$ cat src/inc/flash_cmd_pkg.sv
// Constants, opcodes, phase and command types of the serial flash command decoder.
// Assumes a 10 MHz system clock and a serial link clock at least eight times slower.
package flash_cmd_pkg;

  // System clock rate and derived cycle units
  localparam int CLK_HZ = 10_000_000;
  localparam int CYC_PER_US = CLK_HZ / 1_000_000;
  localparam int CYC_PER_MS = CLK_HZ / 1_000;

  // Busy times, as printed, in their own units
  localparam int SR_WRITE_MS = 40;
  localparam int SECTOR_ERASE_MS = 200;
  localparam int HALF_BLOCK_ERASE_MS = 1000;
  localparam int BLOCK_ERASE_MS = 2000;
  localparam int CHIP_ERASE_S = 80;
  localparam int BYTE_PROG_US = 30;
  localparam int PAGE_PROG_MS = 3;
  localparam int BYTE_PROG_CYC = BYTE_PROG_US * CYC_PER_US;

  // Opcodes
  localparam logic [7:0] OP_WRITE_LATCH_SET = 8'h06;
  localparam logic [7:0] OP_WRITE_LATCH_CLEAR = 8'h04;
  localparam logic [7:0] OP_IDENT_READ = 8'h9f;
  localparam logic [7:0] OP_STATUS_BYTE_READ = 8'h05;
  localparam logic [7:0] OP_STATUS_BYTE_WRITE = 8'h01;
  localparam logic [7:0] OP_PLAIN_READ = 8'h03;
  localparam logic [7:0] OP_FAST_READ = 8'h0b;
  localparam logic [7:0] OP_QUAD_READ = 8'heb;
  localparam logic [7:0] OP_WORD_FOUR_LINE_READ = 8'he7;
  localparam logic [7:0] OP_PAGE_PROGRAM = 8'h02;
  localparam logic [7:0] OP_FOUR_LINE_PAGE_PROGRAM = 8'h38;
  localparam logic [7:0] OP_SECTOR_ERASE = 8'h20;
  localparam logic [7:0] OP_HALF_BLOCK_ERASE = 8'h52;
  localparam logic [7:0] OP_BLOCK_ERASE = 8'hd8;
  localparam logic [7:0] OP_CHIP_ERASE_A = 8'h60;
  localparam logic [7:0] OP_CHIP_ERASE_B = 8'hc7;
  localparam logic [7:0] OP_DEEP_SLEEP_ENTRY = 8'hb9;
  localparam logic [7:0] OP_DEEP_SLEEP_RELEASE = 8'hab;
  localparam logic [7:0] OP_MAKER_DEVICE_ID = 8'h90;
  localparam logic [7:0] OP_SECURITY_BYTE_READ = 8'h2b;
  localparam logic [7:0] OP_SECURITY_BYTE_WRITE = 8'h2f;

  // Identification bytes; all values arbitrary
  localparam logic [7:0] IDENT_MAKER = 8'h5e;
  localparam logic [7:0] IDENT_TYPE = 8'h31;
  localparam logic [7:0] IDENT_CAPACITY = 8'h17;
  localparam logic [7:0] IDENT_DEVICE = 8'h42;
  localparam logic [1:0] IDENT_LAST = 2'h2;

  // Delivery and reset values
  localparam logic [7:0] ERASED_BYTE = 8'hff;
  localparam logic [7:0] STATUS_RESET = 8'h00;
  localparam logic [7:0] SECURITY_RESET = 8'h00;
  localparam logic [7:0] SECURITY_LOCK = 8'h02;

  // Phase lengths in bits received (clocks times lanes)
  localparam int BYTE_BITS = 8;
  localparam int FIFO_DEPTH = 4;
  localparam logic [5:0] LEN_BYTE = 6'h08;
  localparam logic [5:0] LEN_ADDR = 6'h18;
  localparam logic [5:0] LEN_FAST_DUMMY_SINGLE = 6'h08;
  localparam logic [5:0] LEN_FAST_DUMMY_QUAD = 6'h10;
  localparam logic [5:0] LEN_QUAD_READ_DUMMY = 6'h10;
  localparam logic [5:0] LEN_WORD_READ_DUMMY = 6'h08;
  localparam logic [5:0] STEP_SINGLE = 6'h01;
  localparam logic [5:0] STEP_QUAD = 6'h04;
  localparam logic [2:0] OUT_STEP_SINGLE = 3'h1;
  localparam logic [2:0] OUT_STEP_QUAD = 3'h4;
  localparam logic [8:0] PAGE_BYTES = 9'h100;
  localparam logic [3:0] OE_SINGLE = 4'h2;
  localparam logic [3:0] OE_QUAD = 4'hf;

  // Transaction phase, one-hot
  typedef enum logic [7:0] {
    PH_IDLE = 8'h01,
    PH_OP = 8'h02,
    PH_ADDR = 8'h04,
    PH_MODE = 8'h08,
    PH_DUMMY = 8'h10,
    PH_DIN = 8'h20,
    PH_DOUT = 8'h40,
    PH_IGNORE = 8'h80
  } ph_e;

  // Decoded command
  typedef enum logic [4:0] {
    C_NONE, C_BAD, C_WL_SET, C_WL_CLR, C_IDENT, C_SR_READ, C_SR_WRITE, C_READ, C_FAST,
    C_QREAD, C_WREAD, C_PROG, C_QPROG, C_SECTOR, C_HALF_BLOCK, C_BLOCK, C_CHIP,
    C_SLEEP, C_SIG, C_MFR_ID, C_SEC_READ, C_SEC_WRITE
  } cmd_e;

endpackage

$ cat src/inc/byte_fifo_if.sv
// Carrier between the command decoder and its response FIFO.
// Assumes both ends run on the same system clock.
`timescale 1ns/100ps
`default_nettype none
interface byte_fifo_if #(parameter int WIDTH = 8);
  logic [WIDTH-1:0] in_data;
  logic in_valid;
  logic in_ready;
  logic [WIDTH-1:0] out_data;
  logic out_valid;
  logic out_ready;
  logic flush;
  modport store(input in_data, input in_valid, input out_ready, input flush,
                output in_ready, output out_data, output out_valid);
  modport user(output in_data, output in_valid, output out_ready, output flush,
               input in_ready, input out_data, input out_valid);
endinterface
`default_nettype wire

$ cat src/hw/byte_fifo.sv
// Small synchronous FIFO with valid/ready on both sides and a flush.
// Assumes DEPTH is a power of two so the pointers wrap by themselves.
`timescale 1ns/100ps
`default_nettype none
module byte_fifo #(
  parameter int WIDTH = 8,
  parameter int DEPTH = 4
) (
  input wire logic mclk,
  input wire logic srst,
  byte_fifo_if.store port
);
  localparam int AW = $clog2(DEPTH);
  localparam logic [AW:0] FULL = (AW + 1)'(DEPTH);

  logic [WIDTH-1:0] mem [DEPTH];
  logic [AW-1:0] wr_ptr;
  logic [AW-1:0] rd_ptr;
  logic [AW:0] fill;
  logic push;
  logic pop;

  // Handshakes; full and empty come from the fill count
  assign port.in_ready = (fill != FULL);
  assign port.out_valid = (fill != '0);
  assign port.out_data = mem[rd_ptr];
  assign push = port.in_valid && port.in_ready;
  assign pop = port.out_ready && port.out_valid;

  // Pointers and fill; flush wins over traffic
  always_ff @(posedge mclk) begin
    if (srst || port.flush) begin
      wr_ptr <= '0;
      rd_ptr <= '0;
      fill <= '0;
    end else begin
      if (push) wr_ptr <= wr_ptr + 1'b1;
      if (pop) rd_ptr <= rd_ptr + 1'b1;
      if (push && !pop) fill <= fill + 1'b1;
      else if (pop && !push) fill <= fill - 1'b1;
    end
  end

  // Storage needs no reset, only valid entries are read
  always_ff @(posedge mclk) begin
    if (push) mem[wr_ptr] <= port.in_data;
  end
endmodule
`default_nettype wire

$ cat src/hw/flash_cmd_decoder.sv
// Command decoding front end of a serial NOR flash, seen from inside the device.
// Assumes sclk runs at most at mclk/8 and that the array itself is not modelled.
`timescale 1ns/100ps
`default_nettype none
module flash_cmd_decoder
  import flash_cmd_pkg::*;
#(
  parameter int unsigned SR_WRITE_CYC = SR_WRITE_MS * CYC_PER_MS,
  parameter int unsigned SECTOR_ERASE_CYC = SECTOR_ERASE_MS * CYC_PER_MS,
  parameter int unsigned HALF_BLOCK_ERASE_CYC = HALF_BLOCK_ERASE_MS * CYC_PER_MS,
  parameter int unsigned BLOCK_ERASE_CYC = BLOCK_ERASE_MS * CYC_PER_MS,
  parameter int unsigned CHIP_ERASE_CYC = CHIP_ERASE_S * CLK_HZ,
  parameter int unsigned PAGE_PROG_CYC = PAGE_PROG_MS * CYC_PER_MS
) (
  input wire logic mclk,
  input wire logic srst,
  input wire logic sclk,
  input wire logic cs_n,
  input wire logic [3:0] io_in,
  input wire logic quad_instruction_mode,
  output logic [3:0] io_out,
  output logic [3:0] io_oe,
  output logic busy,
  output logic deep_sleep
);

  // Opcode table with per-mode validity
  function automatic cmd_e decode_op(input logic [7:0] op, input logic quad);
    case (op)
      OP_WRITE_LATCH_SET: decode_op = C_WL_SET;
      OP_WRITE_LATCH_CLEAR: decode_op = C_WL_CLR;
      OP_IDENT_READ: decode_op = quad ? C_BAD : C_IDENT;
      OP_STATUS_BYTE_READ: decode_op = C_SR_READ;
      OP_STATUS_BYTE_WRITE: decode_op = C_SR_WRITE;
      OP_PLAIN_READ: decode_op = quad ? C_BAD : C_READ;
      OP_FAST_READ: decode_op = C_FAST;
      OP_QUAD_READ: decode_op = C_QREAD;
      OP_WORD_FOUR_LINE_READ: decode_op = quad ? C_BAD : C_WREAD;
      OP_PAGE_PROGRAM: decode_op = C_PROG;
      OP_FOUR_LINE_PAGE_PROGRAM: decode_op = quad ? C_BAD : C_QPROG;
      OP_SECTOR_ERASE: decode_op = C_SECTOR;
      OP_HALF_BLOCK_ERASE: decode_op = C_HALF_BLOCK;
      OP_BLOCK_ERASE: decode_op = C_BLOCK;
      OP_CHIP_ERASE_A, OP_CHIP_ERASE_B: decode_op = C_CHIP;
      OP_DEEP_SLEEP_ENTRY: decode_op = C_SLEEP;
      OP_DEEP_SLEEP_RELEASE: decode_op = C_SIG;
      OP_MAKER_DEVICE_ID: decode_op = C_MFR_ID;
      OP_SECURITY_BYTE_READ: decode_op = C_SEC_READ;
      OP_SECURITY_BYTE_WRITE: decode_op = C_SEC_WRITE;
      default: decode_op = C_BAD;
    endcase
  endfunction

  // Every nibble bit must differ from its partner to stay in continuation
  function automatic logic toggling(input logic [7:0] ind);
    toggling = &(ind[7:4] ^ ind[3:0]);
  endfunction

  // Commands that need the write latch
  function automatic logic is_write(input cmd_e c);
    is_write = c inside {C_SR_WRITE, C_PROG, C_QPROG, C_SECTOR, C_HALF_BLOCK, C_BLOCK,
                         C_CHIP, C_SEC_WRITE};
  endfunction

  // Busy length per write command
  function automatic logic [31:0] busy_time(input cmd_e c, input logic [8:0] nbytes);
    logic [31:0] prog;
    prog = 32'(nbytes) * 32'(BYTE_PROG_CYC);
    case (c)
      C_SR_WRITE: busy_time = 32'(SR_WRITE_CYC);
      C_SECTOR: busy_time = 32'(SECTOR_ERASE_CYC);
      C_HALF_BLOCK: busy_time = 32'(HALF_BLOCK_ERASE_CYC);
      C_BLOCK: busy_time = 32'(BLOCK_ERASE_CYC);
      C_CHIP: busy_time = 32'(CHIP_ERASE_CYC);
      default: busy_time = (prog > 32'(PAGE_PROG_CYC)) ? 32'(PAGE_PROG_CYC) : prog;
    endcase
  endfunction

  logic [1:0] sclk_s;
  logic sclk_d;
  logic [1:0] cs_s;
  logic cs_act_d;
  logic [3:0] io_s0;
  logic [3:0] io_s1;
  logic cs_active;
  logic cs_start;
  logic cs_end;
  logic rise;
  logic fall;

  ph_e phase;
  cmd_e cmd;
  cmd_e op_cmd;
  logic lanes4;
  logic [5:0] cnt;
  logic [5:0] len;
  logic [5:0] step;
  logic [5:0] cnt_nxt;
  logic last;
  logic in_phase;
  logic [23:0] sh;
  logic [23:0] sh_nxt;
  logic addr_lsb;
  logic [8:0] byte_cnt;
  logic cmd_ok;
  logic [7:0] sr_data;
  logic cont;

  logic [5:0] status_hi;
  logic wel;
  logic [31:0] busy_cnt;
  logic [7:0] sec;
  logic [7:0] status_byte;

  logic [1:0] idx;
  logic [7:0] gen_byte;
  logic [7:0] oshift;
  logic [7:0] obyte;
  logic [2:0] ocnt;

  byte_fifo_if #(.WIDTH(BYTE_BITS)) fq ();

  byte_fifo #(.WIDTH(BYTE_BITS), .DEPTH(FIFO_DEPTH)) u_fifo (
    .mclk(mclk),
    .srst(srst),
    .port(fq.store)
  );

  // Pins come from another domain: two flops, then a third for edges
  always_ff @(posedge mclk) begin
    if (srst) begin
      sclk_s <= 2'h0;
      sclk_d <= 1'b0;
      cs_s <= 2'h3;
      cs_act_d <= 1'b0;
      io_s0 <= 4'h0;
      io_s1 <= 4'h0;
    end else begin
      sclk_s <= {sclk_s[0], sclk};
      sclk_d <= sclk_s[1];
      cs_s <= {cs_s[0], cs_n};
      cs_act_d <= cs_active;
      io_s0 <= io_in;
      io_s1 <= io_s0;
    end
  end

  assign cs_active = ~cs_s[1];
  assign cs_start = cs_active & ~cs_act_d;
  assign cs_end = ~cs_active & cs_act_d;
  assign rise = cs_active & sclk_s[1] & ~sclk_d;
  assign fall = cs_active & ~sclk_s[1] & sclk_d;

  // Input shifting: one lane on io[0], or four lanes
  assign step = lanes4 ? STEP_QUAD : STEP_SINGLE;
  assign cnt_nxt = cnt + step;
  assign last = (cnt_nxt == len);
  assign sh_nxt = lanes4 ? {sh[19:0], io_s1} : {sh[22:0], io_s1[0]};
  assign in_phase = phase inside {PH_OP, PH_ADDR, PH_MODE, PH_DUMMY, PH_DIN};
  assign op_cmd = decode_op(sh_nxt[7:0], quad_instruction_mode);

  // Transaction sequencer, advanced on sampled rising edges
  always_ff @(posedge mclk) begin
    if (srst) begin
      phase <= PH_IDLE;
      cmd <= C_NONE;
      lanes4 <= 1'b0;
      cnt <= '0;
      len <= LEN_BYTE;
      sh <= '0;
      addr_lsb <= 1'b0;
      byte_cnt <= '0;
      cmd_ok <= 1'b0;
      sr_data <= STATUS_RESET;
      cont <= 1'b0;
    end else if (cs_start) begin
      cnt <= '0;
      cmd_ok <= 1'b0;
      byte_cnt <= '0;
      if (cont) begin
        cmd <= C_QREAD;
        phase <= PH_ADDR;
        lanes4 <= 1'b1;
        len <= LEN_ADDR;
      end else begin
        cmd <= C_NONE;
        phase <= PH_OP;
        lanes4 <= quad_instruction_mode;
        len <= LEN_BYTE;
      end
    end else if (cs_end) begin
      phase <= PH_IDLE;
    end else if (rise && in_phase) begin
      sh <= sh_nxt;
      cnt <= last ? '0 : cnt_nxt;
      if (last) begin
        unique case (phase)
          PH_OP: begin
            cmd <= op_cmd;
            if (op_cmd == C_BAD || (busy && op_cmd != C_SR_READ)
                || (deep_sleep && op_cmd != C_SIG)) begin
              phase <= PH_IGNORE;
            end else begin
              case (op_cmd)
                C_WL_SET, C_WL_CLR, C_CHIP, C_SLEEP, C_SEC_WRITE: begin
                  cmd_ok <= 1'b1;
                  phase <= PH_IGNORE;
                end
                C_SR_READ, C_IDENT, C_SEC_READ: phase <= PH_DOUT;
                C_SR_WRITE: begin
                  phase <= PH_DIN;
                  len <= LEN_BYTE;
                end
                default: begin
                  phase <= PH_ADDR;
                  len <= LEN_ADDR;
                  lanes4 <= quad_instruction_mode
                            | (op_cmd inside {C_QREAD, C_WREAD, C_QPROG});
                end
              endcase
            end
          end
          PH_ADDR: begin
            addr_lsb <= sh_nxt[0];
            case (cmd)
              C_READ, C_MFR_ID, C_SIG: phase <= PH_DOUT;
              C_FAST: begin
                phase <= PH_DUMMY;
                len <= lanes4 ? LEN_FAST_DUMMY_QUAD : LEN_FAST_DUMMY_SINGLE;
              end
              C_QREAD, C_WREAD: begin
                phase <= PH_MODE;
                len <= LEN_BYTE;
              end
              C_PROG, C_QPROG: begin
                phase <= PH_DIN;
                len <= LEN_BYTE;
              end
              default: begin
                cmd_ok <= 1'b1;
                phase <= PH_IGNORE;
              end
            endcase
          end
          PH_MODE: begin
            cont <= toggling(sh_nxt[7:0]);
            phase <= PH_DUMMY;
            // Host drives these clocks, so sampled values are simply dropped
            len <= (cmd == C_QREAD) ? LEN_QUAD_READ_DUMMY : LEN_WORD_READ_DUMMY;
          end
          PH_DUMMY: phase <= PH_DOUT;
          PH_DIN: begin
            cmd_ok <= 1'b1;
            if (cmd == C_SR_WRITE) begin
              sr_data <= sh_nxt[7:0];
              phase <= PH_IGNORE;
            end else if (byte_cnt != PAGE_BYTES) begin
              byte_cnt <= byte_cnt + 1'b1;
            end
          end
        endcase
      end
    end
  end

  // Write latch, busy timer, sleep and stored bytes; act on deselect
  always_ff @(posedge mclk) begin
    if (srst) begin
      status_hi <= STATUS_RESET[7:2];
      wel <= 1'b0;
      busy <= 1'b0;
      busy_cnt <= '0;
      deep_sleep <= 1'b0;
      sec <= SECURITY_RESET;
    end else begin
      if (busy_cnt != '0) begin
        busy_cnt <= busy_cnt - 1'b1;
        if (busy_cnt == 32'h1) begin
          busy <= 1'b0;
          wel <= 1'b0;
        end
      end
      if (cs_end && cmd == C_SIG) deep_sleep <= 1'b0;
      if (cs_end && cmd_ok) begin
        case (cmd)
          C_WL_SET: wel <= 1'b1;
          C_WL_CLR: wel <= 1'b0;
          C_SLEEP: deep_sleep <= 1'b1;
          C_SEC_WRITE: begin
            if (wel) begin
              sec <= sec | SECURITY_LOCK;
              wel <= 1'b0;
            end
          end
          default: begin
            if (wel && is_write(cmd)) begin
              busy <= 1'b1;
              busy_cnt <= busy_time(cmd, byte_cnt);
              if (cmd == C_SR_WRITE) status_hi <= sr_data[7:2];
            end
          end
        endcase
      end
    end
  end

  assign status_byte = {status_hi, wel, busy};

  // Response bytes; array is not modelled and reads as erased
  always_comb begin
    case (cmd)
      C_SR_READ: gen_byte = status_byte;
      C_SEC_READ: gen_byte = sec;
      C_IDENT: gen_byte = (idx == 2'h0) ? IDENT_MAKER
                        : (idx == 2'h1) ? IDENT_TYPE : IDENT_CAPACITY;
      C_MFR_ID: gen_byte = (idx[0] ^ addr_lsb) ? IDENT_DEVICE : IDENT_MAKER;
      C_SIG: gen_byte = IDENT_DEVICE;
      default: gen_byte = ERASED_BYTE;
    endcase
  end

  // Producer stalls on a full FIFO; queued status may lag by a few bytes
  assign fq.in_valid = (phase == PH_DUMMY) || (phase == PH_DOUT);
  assign fq.in_data = gen_byte;
  assign fq.flush = cs_start | cs_end;
  assign fq.out_ready = fall && (phase == PH_DOUT) && (ocnt == 3'h0);

  always_ff @(posedge mclk) begin
    if (srst || cs_start) begin
      idx <= 2'h0;
    end else if (fq.in_valid && fq.in_ready) begin
      idx <= (cmd == C_IDENT && idx == IDENT_LAST) ? 2'h0 : idx + 1'b1;
    end
  end

  // Output shifter: new byte on a byte boundary, underrun sends erased
  assign obyte = (ocnt != 3'h0) ? oshift : (fq.out_valid ? fq.out_data : ERASED_BYTE);

  always_ff @(posedge mclk) begin
    if (srst) begin
      io_out <= 4'h0;
      io_oe <= 4'h0;
      oshift <= '0;
      ocnt <= 3'h0;
    end else if (phase != PH_DOUT) begin
      io_oe <= 4'h0;
      ocnt <= 3'h0;
    end else if (fall) begin
      if (lanes4) begin
        io_oe <= OE_QUAD;
        io_out <= obyte[7:4];
        oshift <= {obyte[3:0], 4'h0};
        ocnt <= ocnt + OUT_STEP_QUAD;
      end else begin
        io_oe <= OE_SINGLE;
        io_out <= {2'h0, obyte[7], 1'b0}; // Single-line data leaves on io[1]
        oshift <= {obyte[6:0], 1'b0};
        ocnt <= ocnt + OUT_STEP_SINGLE;
      end
    end
  end

endmodule
`default_nettype wire

$ cat config.mk
export PLATFORM = sky130hd
export DESIGN_NAME = flash_cmd_decoder
export DESIGN_NICKNAME = d
export VERILOG_FILES = /design/src/inc/flash_cmd_pkg.sv /design/src/inc/byte_fifo_if.sv /design/src/hw/byte_fifo.sv /design/src/hw/flash_cmd_decoder.sv
export SDC_FILE = /design/constraint.sdc
export NUM_CORES = 1
export LEC_CHECK = 0
export BUFFER_PORTS_ARGS = -buffer_cell sky130_fd_sc_hd__buf_4
export CAP_MARGIN = 5
export CORE_MARGIN = 4
export CORE_UTILIZATION = 30
export CTS_CLUSTER_DIAMETER = 60
export DETAILED_ROUTE_END_ITERATION = 7
export GPL_TIMING_DRIVEN = 0
export PLACE_DENSITY = 0.48
export SLEW_MARGIN = 20
export SYNTH_ARGS = -nofsm -noshare
export SYNTH_HDL_FRONTEND = slang
export SYNTH_SLANG_ARGS = --single-unit
$ cat constraint.sdc
create_clock -name mclk -period 7.4 [get_ports mclk]
set_clock_uncertainty 0.2 [all_clocks]
set_input_delay 1.48 -clock mclk [delete_from_list [all_inputs] [get_ports mclk]]
set_output_delay 1.48 -clock mclk [all_outputs]
set_load 0.05 [all_outputs]
==> results of run 1 <==
==> per-stage QoR <==
stage	hold WS (ns)	utilization	area (sq um)	setup slack, ns
final	0.214	0.347	11100	2.31
after CTS	0.217	0.347	11100	2.29
after floorplan	0.189	-	9800	2.72
after detailed placement	0.202	0.329	10500	2.31
after global routing	0.234	0.347	11100	1.94
after global placement	0.197	0.329	10500	2.32
==> registers in the layout (all words and copies together), names as in the netlist, 6 cells and up, named ones only <==
signal / count
busy_cnt: 32
u_fifo.mem: 32
sr_data: 6
sh: 7
byte_cnt: 9
phase: 8
oshift: 7
status_hi: 6
cnt: 6
==> kinds of logic (layout without fill, tap and decap cells) <==
kind of cell | count (synthesis) | count (layout) | synth area share
muxes | 33 | 33 | 0.0445
xor gates and xnor gates | 63 | 63 | 0.0578
adders and majority gates | 66 | 66 | 0.0919
DFF | 162 | 162 | 0.364
AOI/OAI and AO/OA | 255 | 255 | 0.178
and+or+nand+nor | 420 | 420 | 0.223
buffers and inverters | 96 | 145 | 0.0408
==> report_power, final <==
group          switching [mW]  internal (mW)  total, mW
registers              0.0748          0.979       1.05
logic                   0.351          0.286      0.637
clock network           0.400          0.500      0.900
total                   0.825           1.77       2.59
==> routing by layer <==
layer  routed length, um  share of wire  track usage
met5                   8        0.00030            0
met3                1200          0.045       0.0274
met2               12000           0.45        0.241
met1               13100           0.49        0.215
met4                 413          0.015       0.0378
==> final cells by class <==
type                    count  share of cell area
well taps                 435              0.0492
clock buffers              17              0.0385
inverters                  44              0.0149
repair buffers             17              0.0115
multi-input cells         837               0.528
plain buffers              52              0.0213
clock inverters            15              0.0139
flip-flops and latches    162               0.322
==> worst max path at each step <==
stage,startpoint,end,slack (ns),cells after the start
global route,byte_cnt[4],busy_cnt[9],1.94,16
global placement,byte_cnt[4],busy_cnt[9],2.32,16
finish,byte_cnt[4],busy_cnt[9],2.31,16
floorplan,byte_cnt[4],busy_cnt[9],2.72,16
detailed placement,byte_cnt[4],busy_cnt[9],2.31,16
CTS,byte_cnt[4],busy_cnt[9],2.29,16
==> layout by cell type, fill, tap and decap left out, types with 8 or more instances in the layout <==
master,netlist,final
o22ai_1,12,12
and3_1,10,10
ha_1,56,56
o211ai_1,11,11
nor2_1,134,134
nand2b_1,14,14
nor3_1,34,34
edfxtp_1,32,32
fa_1,10,10
nand4_1,12,12
o21ai_0,38,38
dfxtp_1,130,130
nor2b_1,25,25
a21o_1,11,11
xor2_1,24,24
nand2_1,64,64
or4_1,11,11
clkbuf_1,37,37
a211oi_1,26,26
nor3b_1,13,13
and3b_1,9,9
mux4_2,8,8
nor4_1,12,12
inv_1,42,42
o22a_1,8,8
a22oi_1,9,9
buf_4,2,19
mux2i_1,23,23
clkbuf_16,0,17
or3_1,12,12
xnor2_1,38,38
a21oi_1,76,76
nand3_1,35,35
==> flow_summary_export.csv, run 1 <==
group,metric,value,unit
status,status,"finished clean",
finish,register_area,0.00356,sq mm
yosys,yosysSeqAreaShare,0.364,
worst_setup_path,path_max_fanout,9,
clocking,holdBufCountCts,0,
yosys,ys_top_cells_by_count,"nor2_1, dfxtp_1, a21oi_1",
worst_hold_path,whs_path_depth,1,
worst_setup_path,endpoint_kind,"flip-flop",
global_route,antenna_found_initial,1,
pwr,power.static_leakage,4.26,nW
yosys,synth_edf_count,32,
sta,tns,0,ns
sta,drv_slew,0,
finish,area_growth,12.8,%
clocking,htree_num_levels,4,
worst_hold_path,worstHoldStart,"cs_s[0]",
pwr,total_power,2.59,mW
finish,n_fill_cell,3364,
global_route,grt_use_total,0.152,
placement,dp_cells,1547,
sta,finalCritPeriodShare,0.688,
die,die_h,189,um
placement,dp.final_hpwl,20.1,mm
pwr,max-vdd-ir-drop,162,uV
yosys,ys_types,83,
global_route,grt_pass1_wl,43.5,mm
clocking,cts_resized,0,
finish,multiInputGateArea,0.00584,sq mm
worst_hold_path,min_to,"cs_s[1]",
finish,drive_above_1_share,0.0900,
die,num_io_pins,19,
sta,max_freq,196,MHz
worst_setup_path,slowest_stage,"dfxtp_1",
worst_setup_path,crit_top_cell,"ha_1",
clocking,cts_buffer_depth,2,
yosys,netlist_instances,1095,
yosys,syn_area,0.00980,sq mm
finish,final_cells,1579,
placement,portBuffers,17,
worst_setup_path,arrival,5.24,ns
worst_setup_path,crit_family,"adder cells",
sta,setup_viol,0,
finish,diodes,0,
pwr,power_density,234,mW/mm^2
detailed_routing,wl_per_cell,16.9,um
worst_setup_path,rr_startpoint,"byte_cnt[4]",
sta,worstMarginPinSlew,0.878,ns
die,fp-row-count,65,
clocking,worstSkewPairLatency,0.44,ns
finish,nNetsFinal,1206,
clocking,clock_sinks,162,
worst_setup_path,r2r_cells,16,
detailed_routing,wirelength,26.7,mm
global_route,grt_pass1_vias,7870,
worst_setup_path,critPathLaunchType,"flip-flop",
worst_setup_path,cp.required,7.54,ns
flow_run,maxCapViolCount,0,
yosys,synth_top_area_cell,"dfxtp_1",
yosys,syn_nets,1170,
die,core-area,0.0319,sq mm
sta,slew_headroom,0.407,
detailed_routing,dr.first_iter.drc_count,776,
die,start_util,0.307,
detailed_routing,vias,8215,
clocking,cts_setup_buffers,0,
yosys,async_reset_ff_frac,0,
global_route,grt_overflow_total,0,
yosys,yosysWarnings,0,
detailed_routing,drc,0,
worst_setup_path,r2r_slack,2.31,ns
worst_setup_path,worstSetupPathType,"reg -> reg",
die,die_w,189,um
yosys,synth_top_cell_area_share,0.266,
die,die-area,0.0356,sq mm
clocking,cts-root-buf,"clkbuf_16",
sta,finalCriticalPeriod,5.09,ns
detailed_routing,vias_per_cell,5.20,
worst_setup_path,max_stage_delay,0.54,ns
clocking,cts_tree,"done",
yosys,synth.avg_cell_area,8.95,sq um
yosys,yosys.cell_count.top_type,"nor2_1",
clocking,clkTransAtPathRegs,0.07,ns
worst_hold_path,min_path_type,"reg -> reg",
yosys,ys_seq_elements,162,
worst_setup_path,crit_path_cell_trace,"ha_1 -> ha_1 -> inv_1 -> fa_1 -> fa_1 -> inv_1 -> ha_1 -> or4_1 -> o21ai_0 -> nor2_1 -> a21oi_1 -> xnor2_1 -> nor2b_1 -> a31o_2 -> or3_1 -> a221oi_1",
detailed_routing,dr.pass1.iters,5,
sta,rsz0062_at_grt,"no",
placement,place.gp.congestion,0.890,
detailed_routing,postRouteAntennaNets,0,
global_route,grt_max_degree,17,
worst_setup_path,timing.rr.end,"busy_cnt[9]",
clocking,cts_buffers,17,
yosys,yosys_most_used_dff,"dfxtp_1",
worst_setup_path,crit_buf_inv,2,
sta,hold_viol,0,
yosys,synth_top_cells_by_area,"dfxtp_1, edfxtp_1, ha_1",
(Power assumes the default switching activity.)
==> inputs of run 2 (changes only) <==
- PLACE_DENSITY: 0.48 -> 0.5
- clock period: 7.4 -> 4.4 ns (I/O delays scaled with it)
==> run 2 against run 1 <==
Against the previous run: global-route usage fell by 0.12 points; setup slack worse by 2.2 ns; wire length decreased by 0.44%; clock power rose by 68%; maximum frequency grew 18%; highest routed layer is now met4; hold slack improved by 0.0037 ns; sequential power up 69%; die area unchanged; critical path type unchanged; power rose by 68%; final cell count increased by 0.76%; register-to-register slack got worse by 2.2 ns.
==> flow_summary_export.csv, run 2 (synthesized netlist as in run 1, its figures left out) <==
group,metric,value,unit
status,status,"finished clean",
sta,slew_headroom,0.365,
sta,finalCriticalPeriod,4.33,ns
finish,n_fill_cell,3332,
die,die-area,0.0356,sq mm
die,core-area,0.0319,sq mm
worst_hold_path,min_to,"cs_s[1]",
clocking,cts_tree,"done",
pwr,power.static_leakage,4.36,nW
finish,register_area,0.00358,sq mm
pwr,max-vdd-ir-drop,245,uV
worst_setup_path,endpoint_kind,"flip-flop",
finish,final_common_cell,"nor2_1",
worst_setup_path,arrival,4.48,ns
worst_setup_path,cp.required,4.54,ns
global_route,grt_use_total,0.151,
worst_hold_path,worstHoldStart,"cs_s[0]",
detailed_routing,postRouteAntennaNets,0,
die,num_io_pins,19,
sta,rsz0062_at_grt,"yes",
placement,portBuffers,17,
worst_setup_path,path_max_fanout,6,
die,die_w,189,um
pwr,total_power,4.36,mW
detailed_routing,drc,0,
worst_setup_path,critPathLaunchType,"flip-flop",
finish,final_cells,1591,
global_route,grt_overflow_total,0,
detailed_routing,wl_per_cell,16.7,um
placement,dp_cells,1547,
finish,area_growth,16.7,%
finish,drive_above_1_share,0.131,
worst_hold_path,min_path_type,"reg -> reg",
sta,worstMarginPinSlew,0.941,ns
flow_run,maxCapViolCount,0,
placement,dp.final_hpwl,19.7,mm
worst_hold_path,whs_path_depth,1,
global_route,grt_pass1_wl,43.4,mm
detailed_routing,wirelength,26.6,mm
pwr,power_density,381,mW/mm^2
worst_setup_path,timing.rr.end,"busy_cnt[9]",
worst_setup_path,worstSetupPathType,"reg -> reg",
global_route,grt_max_degree,20,
finish,multiInputGateArea,0.00609,sq mm
detailed_routing,dr.pass1.iters,5,
clocking,htree_num_levels,4,
die,die_h,189,um
finish,nNetsFinal,1218,
global_route,antenna_found_initial,0,
die,fp-row-count,65,
clocking,worstSkewPairLatency,0.44,ns
finish,final_cell_mix,"nor2_1, dfxtp_1, a21oi_1",
clocking,clkTransAtPathRegs,0.08,ns
finish,reg.largest.list,"busy_cnt (32), u_fifo.mem (32), byte_cnt (9)",
worst_setup_path,rr_startpoint,"byte_cnt[4]",
placement,place.gp.congestion,0.916,
worst_setup_path,r2r_cells,16,
detailed_routing,vias_per_cell,5.18,
sta,drv_slew,0,
detailed_routing,vias,8241,
global_route,grt_pass1_vias,8075,
detailed_routing,dr.first_iter.drc_count,629,
sta,finalCritPeriodShare,0.985,
sta,max_freq,231,MHz
sta,hold_viol,0,
worst_setup_path,r2r_slack,0.07,ns
sta,setup_viol,0,
sta,hold-worst-slack,0.218,ns
finish,diodes,0,
clocking,clock_sinks,162,
clocking,cts-root-buf,"clkbuf_16",
die,start_util,0.307,
clocking,cts_buffers,17,
clocking,cts_buffer_depth,2,
run 2: timing repair:
item,in CTS,in global routing
gates cloned,0,0
pin swaps,14,8
buffers inserted,10,2
hold buffers,0,0
gates resized for setup,31,17
endpoints found under the setup margin,9,15
run 2: layout make-up:
class / count / share of cell area
multi-input combinational: 837 / 0.532
sequential: 162 / 0.313
tap: 435 / 0.0476
clock buffer: 17 / 0.0372
buffer: 52 / 0.0206
timing repair buffer: 29 / 0.0194
clock inverter: 15 / 0.0151
inverter: 44 / 0.0144
run 2: worst max-delay path by stage:
stage / end / depth (start not counted) / startpoint
after floorplan: busy_cnt[9] / 16 / byte_cnt[3]
after global placement: busy_cnt[9] / 15 / byte_cnt[3]
after detailed placement: busy_cnt[9] / 15 / byte_cnt[3]
after CTS: busy_cnt[9] / 16 / byte_cnt[4]
after global routing: busy_cnt[9] / 15 / byte_cnt[4]
final: busy_cnt[9] / 16 / byte_cnt[4]
run 2: routing by layer:
layer	track usage	share of wire	wire length (um)
met5	0	0	0
met4	0.0342	0.011	304
met3	0.0254	0.042	1120
met2	0.241	0.45	12000
met1	0.214	0.49	13200
run 2: critical path, stage by stage (launching register included):
cell and delay [ns]:
dfxtp_4 0.37, ha_4 0.24, ha_4 0.26, inv_2 0.03
fa_1 0.45, fa_1 0.51, inv_2 0.05, ha_4 0.21
or4_4 0.54, o21ai_4 0.11, nor2_4 0.07, a21oi_4 0.16
o21a_1 0.19, nor3_4 0.05, a31o_4 0.25, or3_4 0.33
a221oi_2 0.23
run 2: power by group:
part / internal, mW / switching (mW)
clock network: 0.768 / 0.741
logic: 0.485 / 0.595
registers: 1.64 / 0.126
run 2: through the flow:
stage                     cell area [sq um]  worst slack (ns)  utilization  setup TNS (ns)
after global routing                  11400           -0.0854        0.359          -0.154
after global placement                10500            -0.355        0.329           -1.31
after CTS                             11300          -0.00276        0.355        -0.00276
after floorplan                        9820            0.0237            -               0
after detailed placement              10500            -0.356        0.329           -1.18
final                                 11400            0.0677        0.359               0
==> inputs of run 3 (changes only) <==
- CORE_MARGIN: 4 -> 3
==> run 3 against run 2 <==
Against the previous run: sequential share of layout area increased by 0.070 points; register-to-register slack barely moved; global-route usage increased by 0.10 points; first-iteration DRC count increased by 5.9%; hold slack barely moved; sequential power is essentially flat; wire length is 0.63% lower; combinational power about the same; clock power hardly changed; maximum frequency is essentially flat; highest routed layer unchanged.
==> flow_summary_export.csv, run 3 (synthesized netlist as in run 1, its figures left out) <==
group,metric,value,unit
status,status,"finished clean",
pwr,p_clk_frac,0.350,
placement,dp.final_hpwl,19.6,mm
detailed_routing,vias_per_cell,5.17,
die,num_io_pins,19,
pwr,seqPwrFrac,0.403,
finish,area_growth,16.3,%
worst_setup_path,arrival,4.47,ns
pwr,power.static_leakage,4.34,nW
pwr,p_sw_frac,0.321,
pwr,max-vdd-ir-drop,233,uV
finish,final_cell_mix,"nor2_1, dfxtp_1, a21oi_1",
sta,finalCritPeriodShare,0.984,
worst_setup_path,slowest_stage,"or4_4",
sta,hold_viol,0,
sta,tns,0,ns
worst_setup_path,critPathLaunchType,"flip-flop",
worst_setup_path,r2r_cells,16,
global_route,grt_pass1_wl,43.1,mm
pwr,switchingPower,1.41,mW
worst_setup_path,crit_path_cell_trace,"ha_4 -> ha_4 -> inv_2 -> fa_1 -> fa_1 -> inv_2 -> ha_4 -> or4_4 -> o21ai_4 -> nor2_4 -> a21oi_4 -> xnor2_2 -> nor2b_4 -> a31o_4 -> or3_4 -> a221oi_2",
detailed_routing,wl_per_cell,16.6,um
detailed_routing,dr.pass1.iters,7,
clocking,worstSkewPairLatency,0.44,ns
pwr,power_density,386,mW/mm^2
finish,reg.largest.list,"busy_cnt (32), u_fifo.mem (32), byte_cnt (9)",
finish,drive_above_1_share,0.131,
finish,nNetsFinal,1220,
flow_run,maxCapViolCount,0,
sta,setup_viol,0,
worst_setup_path,crit_family,"adder cells",
sta,slew_headroom,0.419,
worst_hold_path,worstHoldStart,"cs_s[0]",
detailed_routing,postRouteAntennaNets,0,
clocking,cts-root-buf,"clkbuf_16",
worst_hold_path,whs_path_depth,1,
clocking,cts_buffer_depth,2,
clocking,htree_num_levels,4,
global_route,antenna_found_initial,0,
worst_setup_path,r2r_slack,0.07,ns
worst_hold_path,min_to,"cs_s[1]",
worst_setup_path,cp.required,4.54,ns
detailed_routing,drc,0,
placement,portBuffers,17,
worst_hold_path,min_path_type,"reg -> reg",
clocking,clkTransAtPathRegs,0.07,ns
placement,dp_cells,1547,
placement,place.gp.congestion,0.897,
die,fp-row-count,65,
finish,diodes,0,
die,die-area,0.0349,sq mm
finish,final_common_cell,"nor2_1",
clocking,holdBufCountCts,0,
global_route,grt_max_degree,18,
worst_setup_path,worstSetupPathType,"reg -> reg",
die,die_h,187,um
sta,drv_slew,0,
detailed_routing,dr.first_iter.drc_count,666,
clocking,cts_tree,"done",
die,core-area,0.0319,sq mm
global_route,grt_overflow_total,0,
pwr,combinationalPowerShare,0.247,
worst_setup_path,path_max_fanout,4,
worst_setup_path,crit_buf_inv,2,
die,start_util,0.307,
worst_setup_path,rr_startpoint,"byte_cnt[4]",
worst_setup_path,timing.rr.end,"busy_cnt[9]",
worst_setup_path,max_stage_delay,0.53,ns
sta,finalCriticalPeriod,4.33,ns
worst_setup_path,crit_top_cell,"ha_4",
sta,rsz0062_at_grt,"yes",
global_route,grt_use_total,0.152,
pwr,internal-power,2.99,mW
die,die_w,187,um
detailed_routing,vias,8236,
detailed_routing,wirelength,26.5,mm
clocking,clock_sinks,162,
clocking,cts_buffers,17,
finish,final_cells,1593,
finish,final_util,0.358,
global_route,grt_pass1_vias,7927,
sta,max_freq,231,MHz
worst_setup_path,endpoint_kind,"flip-flop",
sta,worstMarginPinSlew,0.870,ns
## run 3: routing by layer
metal  global-route usage  up-vias  share of wire
li1                     -     4091              -
met1                0.220     3926           0.50
met2                0.232      184           0.44
met3               0.0257       35          0.041
met4               0.0410        0          0.018
met5                    0        -              0
## run 3: worst max path at each step
stage,from,endpoint,slack (ns),depth (start not counted)
after global routing,byte_cnt[4],busy_cnt[9],-0.07,16
after global placement,byte_cnt[3],busy_cnt[9],-0.38,15
after detailed placement,byte_cnt[3],busy_cnt[9],-0.36,16
after floorplan,byte_cnt[3],busy_cnt[9],0.02,16
after CTS,byte_cnt[4],busy_cnt[9],-0.01,16
final,byte_cnt[4],busy_cnt[9],0.07,16
## run 3: final cells by class
class	instances	area [sq um]
Buffer	52	235
Clock buffer	18	429
Sequential cell	162	3580
Inverter	44	165
Tap cell	435	544
Multi-Input combinational cell	837	6050
Clock inverter	14	166
Fill cell	3309	20500
Timing Repair Buffer	31	233
## run 3: power by group through the flow
stage / Clock, mW / Sequential (mW) / Combinational (mW)
CTS: 1.58 / 1.77 / 1.09
floorplan: 0 / 1.78 / 0.887
detailed placement: 0 / 1.80 / 1.08
finish: 1.54 / 1.77 / 1.09
global placement: 0 / 1.80 / 1.06
global route: 1.64 / 1.79 / 1.21
## run 3: timing repair
item,CTS,global route
pin swaps,8,10
gates resized for setup,21,18
buffers inserted,9,5
setup endpoints to repair,9,15
## run 3: worst register-to-register path, stage by stage, from the launching register on
cell      delay (ns)
dfxtp_4         0.36
ha_4            0.24
ha_4            0.26
inv_2           0.03
fa_1            0.46
fa_1            0.51
inv_2           0.05
ha_4            0.24
or4_4           0.53
o21ai_4         0.11
nor2_4          0.06
a21oi_4         0.16
xnor2_2         0.16
nor2b_4         0.07
a31o_4          0.25
or3_4           0.34
a221oi_2        0.23
## run 3: stage by stage
stage	cell area, sq um	worst slack, ns	total power [mW]	hold slack, ns
final	11400	0.0716	4.40	0.217
after global routing	11400	-0.0746	4.65	0.231
after CTS	11300	-0.0105	4.44	0.220
after detailed placement	10500	-0.362	2.88	0.203
after global placement	10500	-0.375	2.87	0.198
after floorplan	9820	0.0237	2.67	0.189
